==> src/design/dcw_pkg.sv <==
// ---------------------------------------------------------------------
// Shared constants for the drive control word decoder.
// ---------------------------------------------------------------------
package dcw_pkg;

  // -------------------------------------------------------------------
  // Register byte addresses on the APB.
  // -------------------------------------------------------------------
  localparam logic [7:0] ADDR_CW1 = 8'h00;  // control_word_one.
  localparam logic [7:0] ADDR_TSEL = 8'h04; // Telegram selections.
  localparam logic [7:0] ADDR_CFG = 8'h08;  // Layout and lengths.
  localparam logic [7:0] ADDR_STAT = 8'h0c; // Decoder state.

  // -------------------------------------------------------------------
  // Telegram numbers and reset selections.
  // -------------------------------------------------------------------
  localparam logic [9:0] TGM_FREE = 10'h3e7; // Free interconnection.
  localparam logic [9:0] TGM_PROC = 10'h014; // Process-industry type.
  localparam logic [9:0] TGM_RST = 10'h001;  // Selection after reset.
  localparam logic [3:0] LEN_MAX = 4'h8;     // Longest free telegram.
  localparam logic [3:0] LEN_RST = 4'h2;     // Free length at reset.

  // -------------------------------------------------------------------
  // Field positions.
  // -------------------------------------------------------------------
  localparam int SEC_LSB = 16;  // telegram_select_secondary in TSEL.
  localparam int EXT_LSB = 4;   // Appended words in CFG.
  localparam int LEN_LSB = 8;   // Free telegram length in CFG.
  localparam int B_ON = 0;      // Switch-on.
  localparam int B_COAST = 1;   // coast_stop_cmd, active low.
  localparam int B_HALT = 2;    // fast_halt_cmd, active low.
  localparam int B_ENOP = 3;    // Enable operation.
  localparam int B_RFG = 4;     // Ramp generator not forced to zero.
  localparam int B_RUN = 5;     // Ramp generator not frozen.
  localparam int B_SETP = 6;    // Setpoint enable.
  localparam int B_ACK = 7;     // Fault acknowledge.
  localparam int B_MST = 10;    // Master control valid.
  localparam int B_REV = 11;    // Direction reversal.
  localparam int B_UP = 13;     // motorized_pot up.
  localparam int B_DN = 14;     // motorized_pot down.
  localparam int B_CDS = 15;    // command_data_set bit 0.

  // -------------------------------------------------------------------
  // Ramp selection codes and sequencing states.
  // -------------------------------------------------------------------
  localparam logic [1:0] RAMP_ACCEL = 2'b00; // accel_ramp_time.
  localparam logic [1:0] RAMP_DECEL = 2'b01; // decel_ramp_time.
  localparam logic [1:0] RAMP_HALT = 2'b10;  // fast_halt_ramp_time.

  typedef enum logic [2:0] {
    ST_IDLE = 3'b000,
    ST_READY = 3'b001,
    ST_RUN = 3'b010,
    ST_FAULT = 3'b011,
    ST_LOCKOUT = 3'b100
  } dcw_state_type;

  // Telegram in force for a pair of selections.
  function automatic logic [9:0] dcw_active(input logic [9:0] prim,
                                            input logic [9:0] sec);
    if (prim < TGM_FREE) return prim;
    if (sec < TGM_FREE) return sec;
    return TGM_FREE;
  endfunction

endpackage

==> src/design/dcw_edge.sv <==
`timescale 1ns/10ps
`default_nettype none
// ---------------------------------------------------------------------
// Holds the last valid control word and flags its rising bits.
// ---------------------------------------------------------------------
module dcw_edge (
  // Clock and reset.
  input wire logic pclk,
  input wire logic presetn,
  // Received word.
  input wire logic strobe,
  input wire logic [15:0] word,
  // Decoded result.
  output logic [15:0] word_q,
  output logic [15:0] rise_q,
  output logic new_q
);

  logic [15:0] word_next;
  logic [15:0] rise_next;
  logic new_next;

  // Words without master control never reach the compare, so an
  // edge is measured between two valid words, or against zero after reset.
  always_comb begin
    word_next = word_q;
    rise_next = 16'h0000;
    new_next = 1'b0;
    if (strobe && word[dcw_pkg::B_MST]) begin
      word_next = word;
      rise_next = word & ~word_q;
      new_next = 1'b1;
    end
  end

  // Register stage only.
  always_ff @(posedge pclk or negedge presetn) begin
    if (!presetn) begin
      word_q <= 16'h0000;
      rise_q <= 16'h0000;
      new_q <= 1'b0;
    end else begin
      word_q <= word_next;
      rise_q <= rise_next;
      new_q <= new_next;
    end
  end

endmodule // dcw_edge
`default_nettype wire

==> src/design/dcw_decoder.sv <==
// Summary of operation
// Primary 999 takes secondary telegram selection.
// Secondary mode locks content, allows appended words.
// Both 999: master sets length, free content.
// Layout select picks native or process layout.
// Bit 0 rise: ready, runs if bit 3.
// Bit 1 low coasts motor at once.
// Bit 2 low brakes with fast halt ramp.
// Bit 3 low cancels pulses; high permits.
// Bit 4 low forces ramp output zero.
// Bit 5 low freezes ramp output.
// Bit 6 picks accel or decel ramp.
// Bit 7 rise acknowledges; ON held gives lockout.
// Bit 10 marks process data valid.
// Bit 11 inverts setpoint, not telegram 20.
// Bit 13 raises motorized pot setpoint.
// Bit 14 lowers motorized pot setpoint.
// Bit 15 selects command data set.
// Entering telegram 20 keeps specific bit functions.
// Bits 8, 9, 12 do nothing.
// Primary below 999 copies, locks everything.
// Edges compare consecutive valid words only.
`timescale 1ns/10ps
`default_nettype none
module dcw_decoder (
  // Clock and reset.
  input wire logic pclk,
  input wire logic presetn,
  // APB slave.
  input wire logic psel,
  input wire logic penable,
  input wire logic pwrite,
  input wire logic [7:0] paddr,
  input wire logic [31:0] pwdata,
  output logic [31:0] prdata,
  output logic pready,
  output logic pslverr,
  // Drive fault from the protection logic.
  input wire logic drive_fault,
  // Sequencing commands.
  output logic pulse_enable,
  output logic coast_stop_cmd,
  output logic fast_halt_cmd,
  output logic [1:0] ramp_select,
  output logic ramp_zero,
  output logic ramp_hold,
  output logic setpoint_enable,
  output logic fault_ack,
  // Setpoint modifiers.
  output logic dir_reverse,
  output logic pot_up,
  output logic pot_down,
  output logic command_data_set,
  output logic data_valid
);

  // -------------------------------------------------------------------
  // APB and configuration state.
  // -------------------------------------------------------------------
  logic pready_reg, pready_next;          // Answer flag.
  logic pslverr_reg, pslverr_next;        // Error flag.
  logic [31:0] prdata_reg, prdata_next;   // Read data.
  logic [9:0] prim_reg, prim_next;        // telegram_select_primary.
  logic [9:0] sec_reg, sec_next;          // telegram_select_secondary.
  logic [3:0] ext_reg, ext_next;          // Appended words.
  logic [3:0] len_reg, len_next;          // Free telegram length.
  logic layout_reg, layout_next;          // word_layout_select.
  logic keep_reg, keep_next;              // Keep specific bits.
  logic [15:0] raw_reg, raw_next;         // Last word, valid or not.
  logic acc;                              // First access cycle.
  logic wr;                               // Write takes effect.
  logic wr_cw;                            // New control word.
  logic cfg_err;                          // Locked field change.
  logic [9:0] tgm_now, tgm_nx;            // Active telegram.
  logic mode_sec, mode_free;              // Selection modes.
  logic proc_lay;                         // Process layout in use.
  logic spec_en;                          // Bits 11, 13, 14 live.

  // -------------------------------------------------------------------
  // Decoder state.
  // -------------------------------------------------------------------
  dcw_pkg::dcw_state_type st_reg, st_next;
  logic [15:0] w;                         // Last valid word.
  logic [15:0] rise;                      // Rising bits of it.
  logic new_w;                            // Fresh valid word.
  logic run_ok;                           // Run conditions met.
  logic pulse_reg, pulse_next;
  logic coast_reg, coast_next;
  logic halt_reg, halt_next;
  logic [1:0] ramp_reg, ramp_next;
  logic rzero_reg, rzero_next;
  logic rhold_reg, rhold_next;
  logic setp_reg, setp_next;
  logic ack_reg, ack_next;
  logic rev_reg, rev_next;
  logic up_reg, up_next;
  logic dn_reg, dn_next;
  logic cds_reg, cds_next;
  logic valid_reg, valid_next;

  // -------------------------------------------------------------------
  // Telegram mode decode.
  // -------------------------------------------------------------------
  assign tgm_now = dcw_pkg::dcw_active(prim_reg, sec_reg);
  assign mode_sec = (prim_reg == dcw_pkg::TGM_FREE) &&
                    (sec_reg < dcw_pkg::TGM_FREE);
  assign mode_free = (tgm_now == dcw_pkg::TGM_FREE);
  // The process layout hides bits 11, 13 and 14 unless they were inherited, and bit 15 always.
  assign proc_lay = mode_free ? layout_reg :
                    (tgm_now == dcw_pkg::TGM_PROC);
  assign spec_en = !proc_lay || keep_reg;

  // A wait state is inserted so every answer leaves a flip-flop.
  assign acc = psel && penable && !pready_reg;
  assign wr = psel && penable && pready_reg && pwrite;
  assign wr_cw = wr && (paddr == dcw_pkg::ADDR_CW1);

  // A locked field may be rewritten with its own value only.
  assign cfg_err =
    ((pwdata[dcw_pkg::EXT_LSB +: 4] != ext_reg) && !mode_sec) ||
    ((pwdata[dcw_pkg::LEN_LSB +: 4] != len_reg) && !mode_free) ||
    (pwdata[dcw_pkg::LEN_LSB +: 4] > dcw_pkg::LEN_MAX);

  // -------------------------------------------------------------------
  // Bus answer and configuration, next values.
  // -------------------------------------------------------------------
  always_comb begin
    pready_next = acc;
    pslverr_next = 1'b0;
    prdata_next = 32'h0000_0000;
    prim_next = prim_reg;
    sec_next = sec_reg;
    ext_next = ext_reg;
    len_next = len_reg;
    layout_next = layout_reg;
    raw_next = raw_reg;
    // Read data and error are prepared in the first access cycle.
    if (acc) begin
      case (paddr)
        dcw_pkg::ADDR_CW1: begin
          prdata_next = {16'h0000, w};
        end
        dcw_pkg::ADDR_TSEL: begin
          prdata_next = {6'h00, sec_reg, 6'h00, prim_reg};
        end
        dcw_pkg::ADDR_CFG: begin
          prdata_next = {20'h00000, len_reg, ext_reg, 3'h0, layout_reg};
          pslverr_next = pwrite && cfg_err;
        end
        dcw_pkg::ADDR_STAT: begin
          // State in 2:0, telegram in 12:3, flags in 15:13.
          prdata_next = {16'h0000, raw_reg[dcw_pkg::B_MST], keep_reg,
                         proc_lay, tgm_now, st_reg};
        end
        default: begin
          pslverr_next = 1'b1;
        end
      endcase
    end
    // Writes land at the edge where pready is seen high.
    if (wr_cw) begin
      raw_next = pwdata[15:0];
    end
    if (wr && (paddr == dcw_pkg::ADDR_TSEL)) begin
      prim_next = pwdata[9:0];
      if (pwdata[9:0] < dcw_pkg::TGM_FREE) begin
        sec_next = pwdata[9:0];
      end else begin
        sec_next = pwdata[dcw_pkg::SEC_LSB +: 10];
      end
    end
    // A rejected write changes nothing at all.
    if (wr && (paddr == dcw_pkg::ADDR_CFG) && !cfg_err) begin
      layout_next = pwdata[0];
      ext_next = pwdata[dcw_pkg::EXT_LSB +: 4];
      len_next = pwdata[dcw_pkg::LEN_LSB +: 4];
    end
  end

  // Inherited bit functions on a change into the process telegram.
  always_comb begin
    tgm_nx = dcw_pkg::dcw_active(prim_next, sec_next);
    keep_next = keep_reg;
    if (tgm_nx != dcw_pkg::TGM_PROC) begin
      keep_next = 1'b0;
    end else if (tgm_now != dcw_pkg::TGM_PROC) begin
      keep_next = 1'b1;
    end
  end

  // Bus and configuration registers.
  always_ff @(posedge pclk or negedge presetn) begin
    if (!presetn) begin
      pready_reg <= 1'b0;
      pslverr_reg <= 1'b0;
      prdata_reg <= 32'h0000_0000;
      prim_reg <= dcw_pkg::TGM_RST;
      sec_reg <= dcw_pkg::TGM_RST;
      ext_reg <= 4'h0;
      len_reg <= dcw_pkg::LEN_RST;
      layout_reg <= 1'b0;
      keep_reg <= 1'b0;
      raw_reg <= 16'h0000;
    end else begin
      pready_reg <= pready_next;
      pslverr_reg <= pslverr_next;
      prdata_reg <= prdata_next;
      prim_reg <= prim_next;
      sec_reg <= sec_next;
      ext_reg <= ext_next;
      len_reg <= len_next;
      layout_reg <= layout_next;
      keep_reg <= keep_next;
      raw_reg <= raw_next;
    end
  end

  // -------------------------------------------------------------------
  // Valid word latch and edge detection.
  // -------------------------------------------------------------------
  dcw_edge u_edge (
    .pclk(pclk),
    .presetn(presetn),
    .strobe(wr_cw),
    .word(pwdata[15:0]),
    .word_q(w),
    .rise_q(rise),
    .new_q(new_w)
  );

  // -------------------------------------------------------------------
  // Sequencing and command outputs, next values.
  // -------------------------------------------------------------------
  assign run_ok = w[dcw_pkg::B_ENOP] && w[dcw_pkg::B_COAST] &&
                  w[dcw_pkg::B_HALT];

  // A drive fault outranks every word; bits 8, 9 and 12 are never read.
  always_comb begin
    st_next = st_reg;
    ack_next = new_w && rise[dcw_pkg::B_ACK];
    if (drive_fault) begin
      st_next = dcw_pkg::ST_FAULT;
    end else if (new_w) begin
      case (st_reg)
        dcw_pkg::ST_IDLE, dcw_pkg::ST_LOCKOUT: begin
          if (rise[dcw_pkg::B_ON]) begin
            st_next = run_ok ? dcw_pkg::ST_RUN : dcw_pkg::ST_READY;
          end else if (!w[dcw_pkg::B_ON]) begin
            st_next = dcw_pkg::ST_IDLE;
          end
        end
        dcw_pkg::ST_READY: begin
          if (!w[dcw_pkg::B_ON] || !w[dcw_pkg::B_COAST] ||
              !w[dcw_pkg::B_HALT]) begin
            st_next = dcw_pkg::ST_IDLE;
          end else if (w[dcw_pkg::B_ENOP]) begin
            st_next = dcw_pkg::ST_RUN;
          end
        end
        dcw_pkg::ST_RUN: begin
          if (!w[dcw_pkg::B_ON] || !w[dcw_pkg::B_COAST] ||
              !w[dcw_pkg::B_HALT]) begin
            st_next = dcw_pkg::ST_IDLE;
          end else if (!w[dcw_pkg::B_ENOP]) begin
            st_next = dcw_pkg::ST_READY;
          end
        end
        dcw_pkg::ST_FAULT: begin
          if (rise[dcw_pkg::B_ACK]) begin
            st_next = w[dcw_pkg::B_ON] ? dcw_pkg::ST_LOCKOUT :
                                         dcw_pkg::ST_IDLE;
          end
        end
        default: begin
          st_next = dcw_pkg::ST_IDLE;
        end
      endcase
    end
  end

  // Levels other than data_valid follow the last valid word; invalid words leave them alone.
  always_comb begin
    // Pulses stop one edge after the word that takes them away is latched.
    pulse_next = (st_next == dcw_pkg::ST_RUN) && run_ok;
    coast_next = !w[dcw_pkg::B_COAST];
    halt_next = !w[dcw_pkg::B_HALT];
    rzero_next = !w[dcw_pkg::B_RFG];
    rhold_next = !w[dcw_pkg::B_RUN];
    setp_next = w[dcw_pkg::B_SETP];
    if (!w[dcw_pkg::B_HALT]) begin
      ramp_next = dcw_pkg::RAMP_HALT;
    end else if (w[dcw_pkg::B_SETP]) begin
      ramp_next = dcw_pkg::RAMP_ACCEL;
    end else begin
      ramp_next = dcw_pkg::RAMP_DECEL;
    end
    rev_next = spec_en && w[dcw_pkg::B_REV];
    up_next = spec_en && w[dcw_pkg::B_UP];
    dn_next = spec_en && w[dcw_pkg::B_DN];
    cds_next = !proc_lay && w[dcw_pkg::B_CDS];
    valid_next = raw_reg[dcw_pkg::B_MST];
  end

  // Sequencing and output registers.
  always_ff @(posedge pclk or negedge presetn) begin
    if (!presetn) begin
      st_reg <= dcw_pkg::ST_IDLE;
      pulse_reg <= 1'b0;
      coast_reg <= 1'b0;
      halt_reg <= 1'b0;
      ramp_reg <= dcw_pkg::RAMP_ACCEL;
      rzero_reg <= 1'b0;
      rhold_reg <= 1'b0;
      setp_reg <= 1'b0;
      ack_reg <= 1'b0;
      rev_reg <= 1'b0;
      up_reg <= 1'b0;
      dn_reg <= 1'b0;
      cds_reg <= 1'b0;
      valid_reg <= 1'b0;
    end else begin
      st_reg <= st_next;
      pulse_reg <= pulse_next;
      coast_reg <= coast_next;
      halt_reg <= halt_next;
      ramp_reg <= ramp_next;
      rzero_reg <= rzero_next;
      rhold_reg <= rhold_next;
      setp_reg <= setp_next;
      ack_reg <= ack_next;
      rev_reg <= rev_next;
      up_reg <= up_next;
      dn_reg <= dn_next;
      cds_reg <= cds_next;
      valid_reg <= valid_next;
    end
  end

  // -------------------------------------------------------------------
  // Output drive.
  // -------------------------------------------------------------------
  assign prdata = prdata_reg;
  assign pready = pready_reg;
  assign pslverr = pslverr_reg;
  assign pulse_enable = pulse_reg;
  assign coast_stop_cmd = coast_reg;
  assign fast_halt_cmd = halt_reg;
  assign ramp_select = ramp_reg;
  assign ramp_zero = rzero_reg;
  assign ramp_hold = rhold_reg;
  assign setpoint_enable = setp_reg;
  assign fault_ack = ack_reg;
  assign dir_reverse = rev_reg;
  assign pot_up = up_reg;
  assign pot_down = dn_reg;
  assign command_data_set = cds_reg;
  assign data_valid = valid_reg;

  // -------------------------------------------------------------------
  // Checks.
  // -------------------------------------------------------------------
  property p_copy;
    @(posedge pclk) disable iff (!presetn)
    (prim_reg < dcw_pkg::TGM_FREE) |-> (sec_reg == prim_reg);
  endproperty
  a_copy: assert property (p_copy) else $error("secondary not copied");

  property p_len_lock;
    @(posedge pclk) disable iff (!presetn)
    !mode_free |=> $stable(len_reg);
  endproperty
  a_len_lock: assert property (p_len_lock) else $error("length moved");

  property p_ignore;
    @(posedge pclk) disable iff (!presetn)
    (wr_cw && !pwdata[dcw_pkg::B_MST]) |=> $stable(w) ##1 !new_w;
  endproperty
  a_ignore: assert property (p_ignore) else $error("invalid word used");

  property p_enop;
    @(posedge pclk) disable iff (!presetn)
    (new_w && !w[dcw_pkg::B_ENOP]) |=> !pulse_enable;
  endproperty
  a_enop: assert property (p_enop) else $error("pulses not cut");

  property p_coast;
    @(posedge pclk) disable iff (!presetn)
    (new_w && !w[dcw_pkg::B_COAST]) |=> coast_stop_cmd && !pulse_enable;
  endproperty
  a_coast: assert property (p_coast) else $error("coast missing");

  property p_halt;
    @(posedge pclk) disable iff (!presetn)
    (new_w && !w[dcw_pkg::B_HALT]) |=> ramp_select == dcw_pkg::RAMP_HALT;
  endproperty
  a_halt: assert property (p_halt) else $error("halt ramp missing");

  property p_on;
    @(posedge pclk) disable iff (!presetn)
    (new_w && rise[dcw_pkg::B_ON] && run_ok && !drive_fault &&
     st_reg == dcw_pkg::ST_IDLE) |=> ##1 pulse_enable;
  endproperty
  a_on: assert property (p_on) else $error("switch-on failed");

  property p_ack;
    @(posedge pclk) disable iff (!presetn)
    (new_w && rise[dcw_pkg::B_ACK] && w[dcw_pkg::B_ON] && !drive_fault &&
     st_reg == dcw_pkg::ST_FAULT) |=> st_reg == dcw_pkg::ST_LOCKOUT &&
     fault_ack;
  endproperty
  a_ack: assert property (p_ack) else $error("ack not to lockout");

  property p_rev;
    @(posedge pclk) disable iff (!presetn)
    (!spec_en && $stable(spec_en)) |=> !dir_reverse && !pot_up;
  endproperty
  a_rev: assert property (p_rev) else $error("specific bit leaked");

  property p_ready;
    @(posedge pclk) disable iff (!presetn)
    (psel && penable && !pready) |=> pready ##1 !pready;
  endproperty
  a_ready: assert property (p_ready) else $error("answer late"); // APB wait state, no rule.

endmodule // dcw_decoder
`default_nettype wire

==> config.mk <==
export PLATFORM = sky130hd
export DESIGN_NAME = dcw_decoder
export DESIGN_NICKNAME = d
export VERILOG_FILES = /design/src/design/dcw_pkg.sv /design/src/design/dcw_edge.sv /design/src/design/dcw_decoder.sv
export SDC_FILE = /design/constraint.sdc
export NUM_CORES = 1
export LEC_CHECK = 0
export BUFFER_PORTS_ARGS = -buffer_cell sky130_fd_sc_hd__buf_2
export CAP_MARGIN = 40
export CORE_ASPECT_RATIO = 0.75
export CORE_MARGIN = 4
export CORE_UTILIZATION = 55
export CTS_BUF_LIST = sky130_fd_sc_hd__clkbuf_8
export CTS_CLUSTER_SIZE = 28
export DETAILED_ROUTE_END_ITERATION = 10
export PLACE_DENSITY = 0.8
export SYNTH_ARGS = -nofsm -noshare
export SYNTH_HDL_FRONTEND = slang
export SYNTH_SLANG_ARGS = --single-unit
==> constraint.sdc <==
create_clock -name pclk -period 7.2 [get_ports pclk]
set_input_delay 0.72 -clock pclk [delete_from_list [all_inputs] [get_ports pclk]]
set_output_delay 0.72 -clock pclk [all_outputs]
set_load 0.05 [all_outputs]
==> results of run 1 <==
metal layers:
layer	share of wire, %	GRT usage [%]	wire length (microns)
met1	42	32.7	4650
met2	47	38.7	5260
met3	9.3	5.65	1040
met4	1.7	7.21	193
met5	0.12	0	13
worst reg2reg max path: stages, from the launching register on:
cell and delay, ns:
dfrtp_1 0.50, a311oi_2 0.49, or3_1 0.32, mux2i_1 0.42, nor4_2 0.12, a31o_2 0.26
nand2_2 0.15, mux2_2 0.35
cell usage after synthesis, drive strengths merged, types with 3 or more instances:
cell / instances / area (sq um)
dfrtp: 91 / 2280
nand2: 57 / 221
nor2: 32 / 120
mux2: 26 / 293
nor3: 15 / 75.1
a21oi: 14 / 70.1
and2: 14 / 87.6
o21ai: 14 / 70.1
clkbuf: 13 / 50.0
buf: 12 / 96.3
nand3: 11 / 60.1
nor2b: 11 / 68.8
inv: 10 / 37.5
a31oi: 7 / 43.8
mux4: 7 / 158
nand4: 7 / 43.8
xnor2: 6 / 52.6
mux2i: 5 / 50.1
nor4: 5 / 58.8
nand3b: 4 / 30.0
a22oi: 3 / 22.5
a2bb2oi: 3 / 32.5
dfstp: 3 / 78.8
o21a: 3 / 22.5
o31ai: 3 / 22.5
or4: 3 / 30.0
xor2: 3 / 26.3
cells by family after synthesis:
group	share of synthesized area, %
and+or+nand+nor	20.5
DFF	52.6
AOI/OAI and AO/OA	9.88
muxes	11.2
buffers and inverters	4.10
xor gates and xnor gates	1.76
other	0.0836
path summary, 6_finish.rpt:
kind / end / startpoint / cells past startpoint / slack (ns)
worst max-delay path: ext_reg[3] / prim_reg[1] / 7 / 4.48
worst min-delay path: ext_reg[0] / presetn / 1 / 0.35
worst max register to register: ext_reg[3] / prim_reg[1] / 7 / 4.48
worst min register to register: data_valid / raw_reg[10] / 0 / 0.43
max in group asynchronous: u_edge.word_q[15] / presetn / 2 / 5.84
min in group pclk: data_valid / raw_reg[10] / 0 / 0.43
through the flow:
step / cell area, sq um / utilization, % / hold WS (ns) / std cells / worst slack, ns
floorplan: 4500 / - / 0.374 / 420 / 4.53
global placement: 4910 / 62.0 / 0.393 / 583 / 4.17
detailed placement: 4910 / 62.0 / 0.393 / 583 / 4.09
CTS: 5080 / 64.2 / 0.367 / 599 / 4.48
global route: 5090 / 64.3 / 0.387 / 600 / 4.33
finish: 5090 / 64.3 / 0.348 / 600 / 4.48
power by group through the flow:
stage | sequential (mW) | clock, mW | combinational (mW)
2_1_floorplan | 0.543 | 0 | 0.0278
3_3_place_gp | 0.541 | 0 | 0.0589
3_5_place_dp | 0.541 | 0 | 0.0601
4_1_cts | 0.530 | 0.320 | 0.0605
5_1_grt | 0.531 | 0.344 | 0.0664
6_report | 0.530 | 0.312 | 0.0601
cell type report:
cell class                      count  area (sq um)
Clock buffer                        9           124
Clock inverter                      7          50.0
Fill cell                         676          2820
Inverter                           10          37.5
Multi-Input combinational cell    291          1960
Sequential cell                    94          2360
Tap cell                          105           131
Timing Repair Buffer               84           434
==> impl_metrics.py, run 1 <==
metrics = {
    "pwr": {
        "p_leak_nw": 2.48,
        "power_frac_seq_pct": 58.8,
        "vdd_drop_max_v": 0.0000848,
        "power.internal_uw": 672,
        "p_switching_uw": 231,
        "pwr-share-clk_pct": 34.6,
        "p_total_uw": 902,
        "combPwrFrac_pct": 6.7,
        "power_density_nw_per_um2": 177,
        "switching_share_pct": 25.6,
    },
    "placement": {
        "dpl.hpwl_microns": 8190,
        "io_buffers": 81,
        "gp_congestion": 0.962,
    },
    "drt": {
        "totalWireLength_microns": 11200,
        "drt-pass1-iter-count": 6,
        "drt-wirelength-per-cell_microns": 18.6,
        "viasPerCell": 5.98,
        "drt_iter0_markers": 301,
        "vias": 3588,
        "drc": 0,
        "drt.antenna.violating_nets": 0,
    },
    "logic_synthesis": {
        "synthesis.area_sq_um": 4480,
        "yosys_warnings": 0,
        "synth_edf_count": 0,
        "yosysSeqAreaShare_pct": 52.6,
        "ys_seq_elements": 94,
        "postSynthCellCount": 415,
        "synth_area_per_cell_sq_um": 10.8,
        "synthArstFlopShare_pct": 100,
        "ys_types": 65,
        "ys.flop_type": "dfrtp_1",
    },
    "flow_run": {
        "maxCapViolCount": 0,
    },
    "worst_setup_path": {
        "critPathCaptureType": "flop",
        "crit_family": "multiplexers",
        "crit_arrival_ns": 2.96,
        "critPathKind": "reg -> reg",
        "critPathLaunchType": "flop",
        "cp.required_ns": 7.45,
        "crit_slowest_cell": "dfrtp_1",
        "crit_chain": "a311oi_2 > or3_1 > mux2i_1 > nor4_2 > a31o_2 > nand2_2 > mux2_2",
        "max_stage_delay_ns": 0.50,
        "cp_num_buf_inv": 0,
        "crit_fanout": 9,
    },
    "cts": {
        "root_buffer": "clkbuf_8",
        "cts_buffer_depth": 2,
        "htreeDepth": 3,
        "path_clk_slew_ns": 0.09,
        "cts_buffers": 9,
        "cts_sinks": 94,
        "clkLatencyLatePin_ns": 0.36,
        "cts_resized": 0,
        "ctsHoldBuffers": 0,
        "postCtsSetupRepairBufs": 0,
        "cts_tree": "built",
    },
    "timing": {
        "worst_pin_slew_ns": 0.590,
        "setup_viol_count_final": 0,
        "rsz0062_at_grt": "no",
        "period_needed_ns": 2.72,
        "finalHoldViolCount": 0,
        "relSlewSlack_pct": 60.7,
        "timing.fmax_mhz": 368,
        "maxSlewViolCount": 0,
        "finalClockSkew_ns": 0.0123,
        "final.setup.tns_ns": 0,
        "period_share_pct": 37.7,
    },
    "layout": {
        "nets": 536,
        "area_growth_pct": 13.6,
        "drive_gt1_share_pct": 30.7,
        "n_antenna_cell": 0,
        "final_cell_mix": "dfrtp_1, buf_2, nand2_1",
        "final_common_cell": "dfrtp_1",
        "largest_reg_flops": 26,
    },
    "floorplan": {
        "initial_utilization_pct": 56.6,
        "die_w_microns": 112,
        "die_h_microns": 86.2,
        "rows": 28,
        "core_area_sq_um": 7920,
        "die-area_sq_um": 9670,
        "io_pins": 94,
    },
    "grt": {
        "overflow": 0,
        "antenna_found_initial": 1,
        "grt_pass1_wl_microns": 18100,
        "grt_pass1_vias": 3569,
        "grt_usage_pct": 23.9,
        "grt_max_degree": 50,
    },
    "outcome": {
        "outcome": "finished clean",
    },
    "worst_hold_path": {
        "hold_path_class": "in -> async",
    },
}
Power figures use the tool's default switching activity.
==> run 2, diff against run 1 <==
--- a/config.mk
+++ b/config.mk
@@ -9,11 +9,11 @@
 export CAP_MARGIN = 40
 export CORE_ASPECT_RATIO = 0.75
 export CORE_MARGIN = 4
-export CORE_UTILIZATION = 55
+export CORE_UTILIZATION = 51
 export CTS_BUF_LIST = sky130_fd_sc_hd__clkbuf_8
 export CTS_CLUSTER_SIZE = 28
 export DETAILED_ROUTE_END_ITERATION = 10
-export PLACE_DENSITY = 0.8
+export PLACE_DENSITY = 0.78
 export SYNTH_ARGS = -nofsm -noshare
 export SYNTH_HDL_FRONTEND = slang
 export SYNTH_SLANG_ARGS = --single-unit
==> constraint.sdc (replaced) <==
create_clock -name pclk -period 2.5 [get_ports pclk]
set_input_delay 0.25 -clock pclk [delete_from_list [all_inputs] [get_ports pclk]]
set_output_delay 0.25 -clock pclk [all_outputs]
set_load 0.05 [all_outputs]
==> impl_metrics.py, run 2 (synthesis results as in run 1) <==
metrics = {
    "worst_setup_path": {
        "cp.required_ns": 2.76,
        "cp_num_buf_inv": 1,
        "crit_slowest_cell": "dfstp_2",
        "critPathLaunchType": "flop",
        "rr_startpoint": "sec_reg[0]",
        "crit_family": "simple AND/OR/NAND/NOR gates",
        "critPathKind": "reg -> reg",
        "crit_fanout": 5,
        "crit_arrival_ns": 2.66,
        "crit_chain": "a311oi_2 > nor3_1 > o41ai_2 > buf_4 > nand3_1 > nor4b_2 > nand2_1 > mux2_2",
        "critPathCaptureType": "flop",
        "worstSetupStartpoint": "sec_reg[0]",
        "max_stage_delay_ns": 0.41,
    },
    "pwr": {
        "p_switching_uw": 668,
        "p_leak_nw": 2.68,
        "switching_share_pct": 24.2,
        "power.internal_mw": 2.10,
        "power_frac_seq_pct": 55.1,
        "combPwrFrac_pct": 6.8,
        "pwr-share-clk_pct": 38.0,
        "power_density_nw_per_um2": 506,
        "vdd_drop_max_v": 0.000266,
    },
    "layout": {
        "final_common_cell": "dfrtp_1",
        "nets": 570,
        "largest_reg_flops": 26,
        "n_antenna_cell": 0,
        "fin_area_sq_um": 5470,
        "final_cell_mix": "dfrtp_1, buf_2, nand2_1",
        "area_growth_pct": 22.0,
        "drive_gt1_share_pct": 36.3,
    },
    "floorplan": {
        "rows": 29,
        "die-area_sq_um": 10400,
        "die_h_microns": 89.2,
        "io_pins": 94,
        "initial_utilization_pct": 52.6,
        "core_area_sq_um": 8530,
        "die_w_microns": 116,
    },
    "cts": {
        "cts_sinks": 94,
        "clkLatencyLatePin_ns": 0.37,
        "path_clk_slew_ns": 0.09,
        "cts_buffers": 9,
        "cts_buffer_depth": 2,
        "cts_tree": "built",
        "root_buffer": "clkbuf_8",
        "htreeDepth": 3,
        "postCtsSetupRepairBufs": 0,
    },
    "timing": {
        "maxSlewViolCount": 0,
        "finalWorstSetupSlack_ns": 0.104,
        "rsz0062_at_grt": "no",
        "period_share_pct": 95.8,
        "relSlewSlack_pct": 62.8,
        "finalClockSkew_ns": 0.0115,
        "timing.fmax_mhz": 417,
        "worst_pin_slew_ns": 0.558,
        "setup_viol_count_final": 0,
        "period_needed_ns": 2.40,
        "finalHoldViolCount": 0,
    },
    "drt": {
        "drt-pass1-iter-count": 5,
        "drc": 0,
        "drt_iter0_markers": 340,
        "viasPerCell": 5.78,
        "drt.antenna.violating_nets": 0,
        "drt-wirelength-per-cell_microns": 18.5,
        "totalWireLength_microns": 11800,
        "vias": 3685,
    },
    "grt": {
        "grt_pass1_vias": 3731,
        "grt_max_degree": 52,
        "grt_usage_pct": 24.2,
        "overflow": 0,
        "grt_pass1_wl_microns": 18800,
        "antenna_found_initial": 0,
    },
    "outcome": {
        "outcome": "finished clean",
    },
    "worst_hold_path": {
        "hp-start": "drive_fault",
        "hold_path_class": "in -> reg",
    },
    "placement": {
        "io_buffers": 81,
        "post-place-ws_ns": -0.0414,
        "dpl.hpwl_microns": 8900,
        "gp_congestion": 0.980,
        "place_area_sq_um": 5180,
    },
    "flow_run": {
        "maxCapViolCount": 0,
    },
}
## run 2: cell count changes in the layout (fill, tap and decap cells not counted), sizes merged
cell and delta:
clkbuf +2, bufinv +1, dlygate4sd3 +1, inv -1, buf +33, clkinv -1
clkinvlp -1
## run 2: power by group through the flow
stage          logic (mW)  clock network (mW)  registers, mW
3_5_place_dp        0.187                   0           1.56
5_1_grt             0.208                1.14           1.53
2_1_floorplan      0.0802                   0           1.56
3_3_place_gp        0.183                   0           1.56
6_report            0.189                1.05           1.53
4_1_cts             0.189                1.06           1.53
## run 2: repair_timing
item                       CTS  global route
hold endpoints to repair    43             0
resized for setup            2             9
setup endpoints to repair   10            14
hold buffers                 1             0
## run 2: worst register-to-register path: cells and delay by family (launching register included)
family,cells,cell delay [ns]
compound gates,2,0.67
mux,1,0.31
buf+inv,1,0.18
simple gates,4,0.73
flops,1,0.41
## run 2: per-layer routing
layer	up-vias	GRT usage, %	wire length (microns)	part of all wire, %
met5	-	0	0	0
met4	0	8.54	213	1.8
met3	26	6.77	1160	9.8
met2	179	37.9	5510	47
met1	1801	32.7	4920	42
li1	1679	-	-	-
## run 2: through the flow
stage | TNS, ns | cells | hold slack, ns | util, % | power (mW)
5_1_grt | 0 | 637 | 0.0917 | 64.1 | 2.87
6_report | 0 | 637 | 0.0924 | 64.1 | 2.77
3_5_place_dp | -0.175 | 620 | 0.284 | 60.8 | 1.74
3_3_place_gp | 0 | 620 | 0.265 | 60.8 | 1.74
2_1_floorplan | 0 | 420 | -0.0456 | - | 1.64
4_1_cts | 0 | 637 | 0.0775 | 63.5 | 2.78
## run 2: layout make-up
| type | instances | area [sq um] |
|---|---|---|
| sequential | 94 | 2360 |
| clock inverter | 5 | 58.8 |
| clock buffer | 11 | 151 |
| timing repair buffer | 118 | 701 |
| inverter | 10 | 37.5 |
| tap | 108 | 135 |
| fill | 673 | 3060 |
| multi-input combinational | 291 | 2030 |
## run 2: worst paths after layout
kind | end | slack (ns) | depth (start not counted)
max | len_reg[2] | 0.10 | 8
max reg2reg | len_reg[2] | 0.10 | 8
min in group asynchronous | ramp_zero | 0.41 | 2
min | st_reg[2] | 0.09 | 2
max in group asynchronous | sec_reg[0] | 1.38 | 3
min reg2reg | setpoint_enable | 0.43 | 0
==> run 3, diff against run 2 <==
--- a/config.mk
+++ b/config.mk
@@ -13,6 +13,7 @@
 export CTS_BUF_LIST = sky130_fd_sc_hd__clkbuf_8
 export CTS_CLUSTER_SIZE = 28
 export DETAILED_ROUTE_END_ITERATION = 10
+export MAX_ROUTING_LAYER = met4
 export PLACE_DENSITY = 0.78
 export SYNTH_ARGS = -nofsm -noshare
 export SYNTH_HDL_FRONTEND = slang
==> impl_metrics.py, run 3 (synthesis results as in run 1) <==
metrics = {
    "worst_setup_path": {
        "critPathLaunchType": "flop",
        "rr_startpoint": "sec_reg[0]",
        "critPathKind": "reg -> reg",
        "rrSetupSlack_ns": 0.06,
        "crit_fanout": 5,
        "cp.required_ns": 2.77,
        "crit_arrival_ns": 2.70,
        "reg2reg_depth": 8,
        "timing.rr.end": "len_reg[3]",
        "critPathCaptureType": "flop",
    },
    "drt": {
        "drc": 0,
        "viasPerCell": 5.86,
        "totalWireLength_microns": 11800,
        "drt_iter0_markers": 337,
        "vias": 3733,
        "drt-pass1-iter-count": 5,
        "drt.antenna.violating_nets": 0,
        "drt-wirelength-per-cell_microns": 18.5,
    },
    "layout": {
        "n_antenna_cell": 0,
        "nets": 570,
        "post-route-util_pct": 63.8,
        "largest_reg_flops": 26,
        "fillers": 680,
        "drive_gt1_share_pct": 35.7,
        "register_area_sq_um": 2360,
        "final_common_cell": "dfrtp_1",
        "area_growth_pct": 21.4,
        "multi_input_area_sq_um": 1980,
        "fin_area_sq_um": 5440,
        "final_cell_mix": "dfrtp_1, buf_2, nand2_1",
    },
    "worst_hold_path": {
        "hold_path_class": "in -> reg",
        "whs_path_depth": 2,
        "min_to": "st_reg[2]",
        "hp-start": "drive_fault",
    },
    "cts": {
        "cts_buffers": 9,
        "clkLatencyLatePin_ns": 0.37,
        "cts_tree": "built",
        "htreeDepth": 3,
        "cts_buffer_depth": 2,
        "path_clk_slew_ns": 0.09,
        "cts_sinks": 94,
        "root_buffer": "clkbuf_8",
    },
    "grt": {
        "overflow": 0,
        "grt_pass1_wl_microns": 18900,
        "antenna_found_initial": 0,
        "grt_pass1_vias": 3755,
        "grt_max_degree": 50,
        "grt_usage_pct": 24.9,
    },
    "floorplan": {
        "rows": 29,
        "core_area_sq_um": 8530,
        "initial_utilization_pct": 52.6,
        "die_w_microns": 116,
        "die_h_microns": 89.2,
        "die-area_sq_um": 10400,
        "io_pins": 94,
    },
    "outcome": {
        "outcome": "finished clean",
    },
    "timing": {
        "maxSlewViolCount": 0,
        "finalClockSkew_ns": 0.00816,
        "setup_viol_count_final": 0,
        "period_share_pct": 97.5,
        "worst_pin_slew_ns": 0.573,
        "rsz0062_at_grt": "no",
        "period_needed_ns": 2.44,
        "finalHoldViolCount": 0,
        "timing.fmax_mhz": 410,
        "relSlewSlack_pct": 61.8,
    },
    "flow_run": {
        "maxCapViolCount": 0,
    },
    "pwr": {
        "vdd_drop_max_v": 0.000289,
        "p_total_mw": 2.86,
        "power_frac_seq_pct": 53.4,
        "power_density_nw_per_um2": 526,
        "combPwrFrac_pct": 6.6,
        "switching_share_pct": 23.9,
        "p_leak_nw": 2.68,
        "power.internal_mw": 2.18,
        "p_switching_uw": 682,
        "pwr-share-clk_pct": 40.0,
    },
    "placement": {
        "dpl.hpwl_microns": 8840,
        "io_buffers": 81,
        "place_area_sq_um": 5180,
        "gp_congestion": 0.998,
    },
}
-- run 3: through the flow --
| stage | std cells | hold slack (ns) | TNS (ns) | setup slack, ns |
|---|---|---|---|---|
| floorplan | 420 | -0.0456 | 0 | 0.114 |
| global placement | 620 | 0.276 | -0.0258 | -0.00892 |
| detailed placement | 620 | 0.292 | -0.283 | -0.0627 |
| CTS | 637 | 0.0690 | 0 | 0.0186 |
| global route | 637 | 0.0735 | 0 | 0.00466 |
| finish | 637 | 0.0905 | 0 | 0.0624 |
-- run 3: repair_timing --
item,CTS,global route
buffers inserted,0,0
resized for setup,1,3
setup endpoints to repair,9,14
cloned,0,0
hold buffers,1,0
endpoints found under the hold margin,45,0
pin swaps,0,1
-- run 3: worst max-delay path: stages, from the launching register on --
cell      delay, ns
dfstp_2        0.42
a311oi_2       0.36
nor3_1         0.11
o41ai_2        0.34
buf_4          0.17
nand3_1        0.08
nor4b_2        0.31
nand2_1        0.21
mux2_2         0.32
-- run 3: worst max path at each step --
stage / startpoint / to / slack (ns) / depth (start not counted)
3_5_place_dp: sec_reg[0] / len_reg[3] / -0.06 / 8
6_report: sec_reg[0] / len_reg[3] / 0.06 / 8
5_1_grt: sec_reg[0] / len_reg[0] / 0.005 / 8
4_1_cts: sec_reg[0] / len_reg[3] / 0.02 / 8
2_1_floorplan: prim_reg[0] / ext_reg[0] / 0.11 / 9
3_3_place_gp: sec_reg[0] / len_reg[2] / -0.009 / 8
-- run 3: final cells by class --
type	instances	area share, %
sequential	94	43.3
tap	108	2.48
timing repair buffer	118	12.9
inverter	10	0.690
clock buffer	10	2.53
clock inverter	6	1.70
multi-input combinational	291	36.4
-- run 3: power groups by stage --
stage / clock [mW] / sequential [mW] / combinational (mW)
6_report: 1.14 / 1.53 / 0.189
5_1_grt: 1.22 / 1.53 / 0.208
4_1_cts: 1.16 / 1.53 / 0.190
3_5_place_dp: 0 / 1.56 / 0.187
3_3_place_gp: 0 / 1.56 / 0.182
2_1_floorplan: 0 / 1.56 / 0.0802
-- run 3: metal layers --
layer	wire length (microns)	up-vias	GRT usage, %
met5	0	-	-
met3	1020	31	6.02
met1	4980	1838	33.0
met2	5570	187	38.4
met4	218	0	7.27
li1	-	1677	-
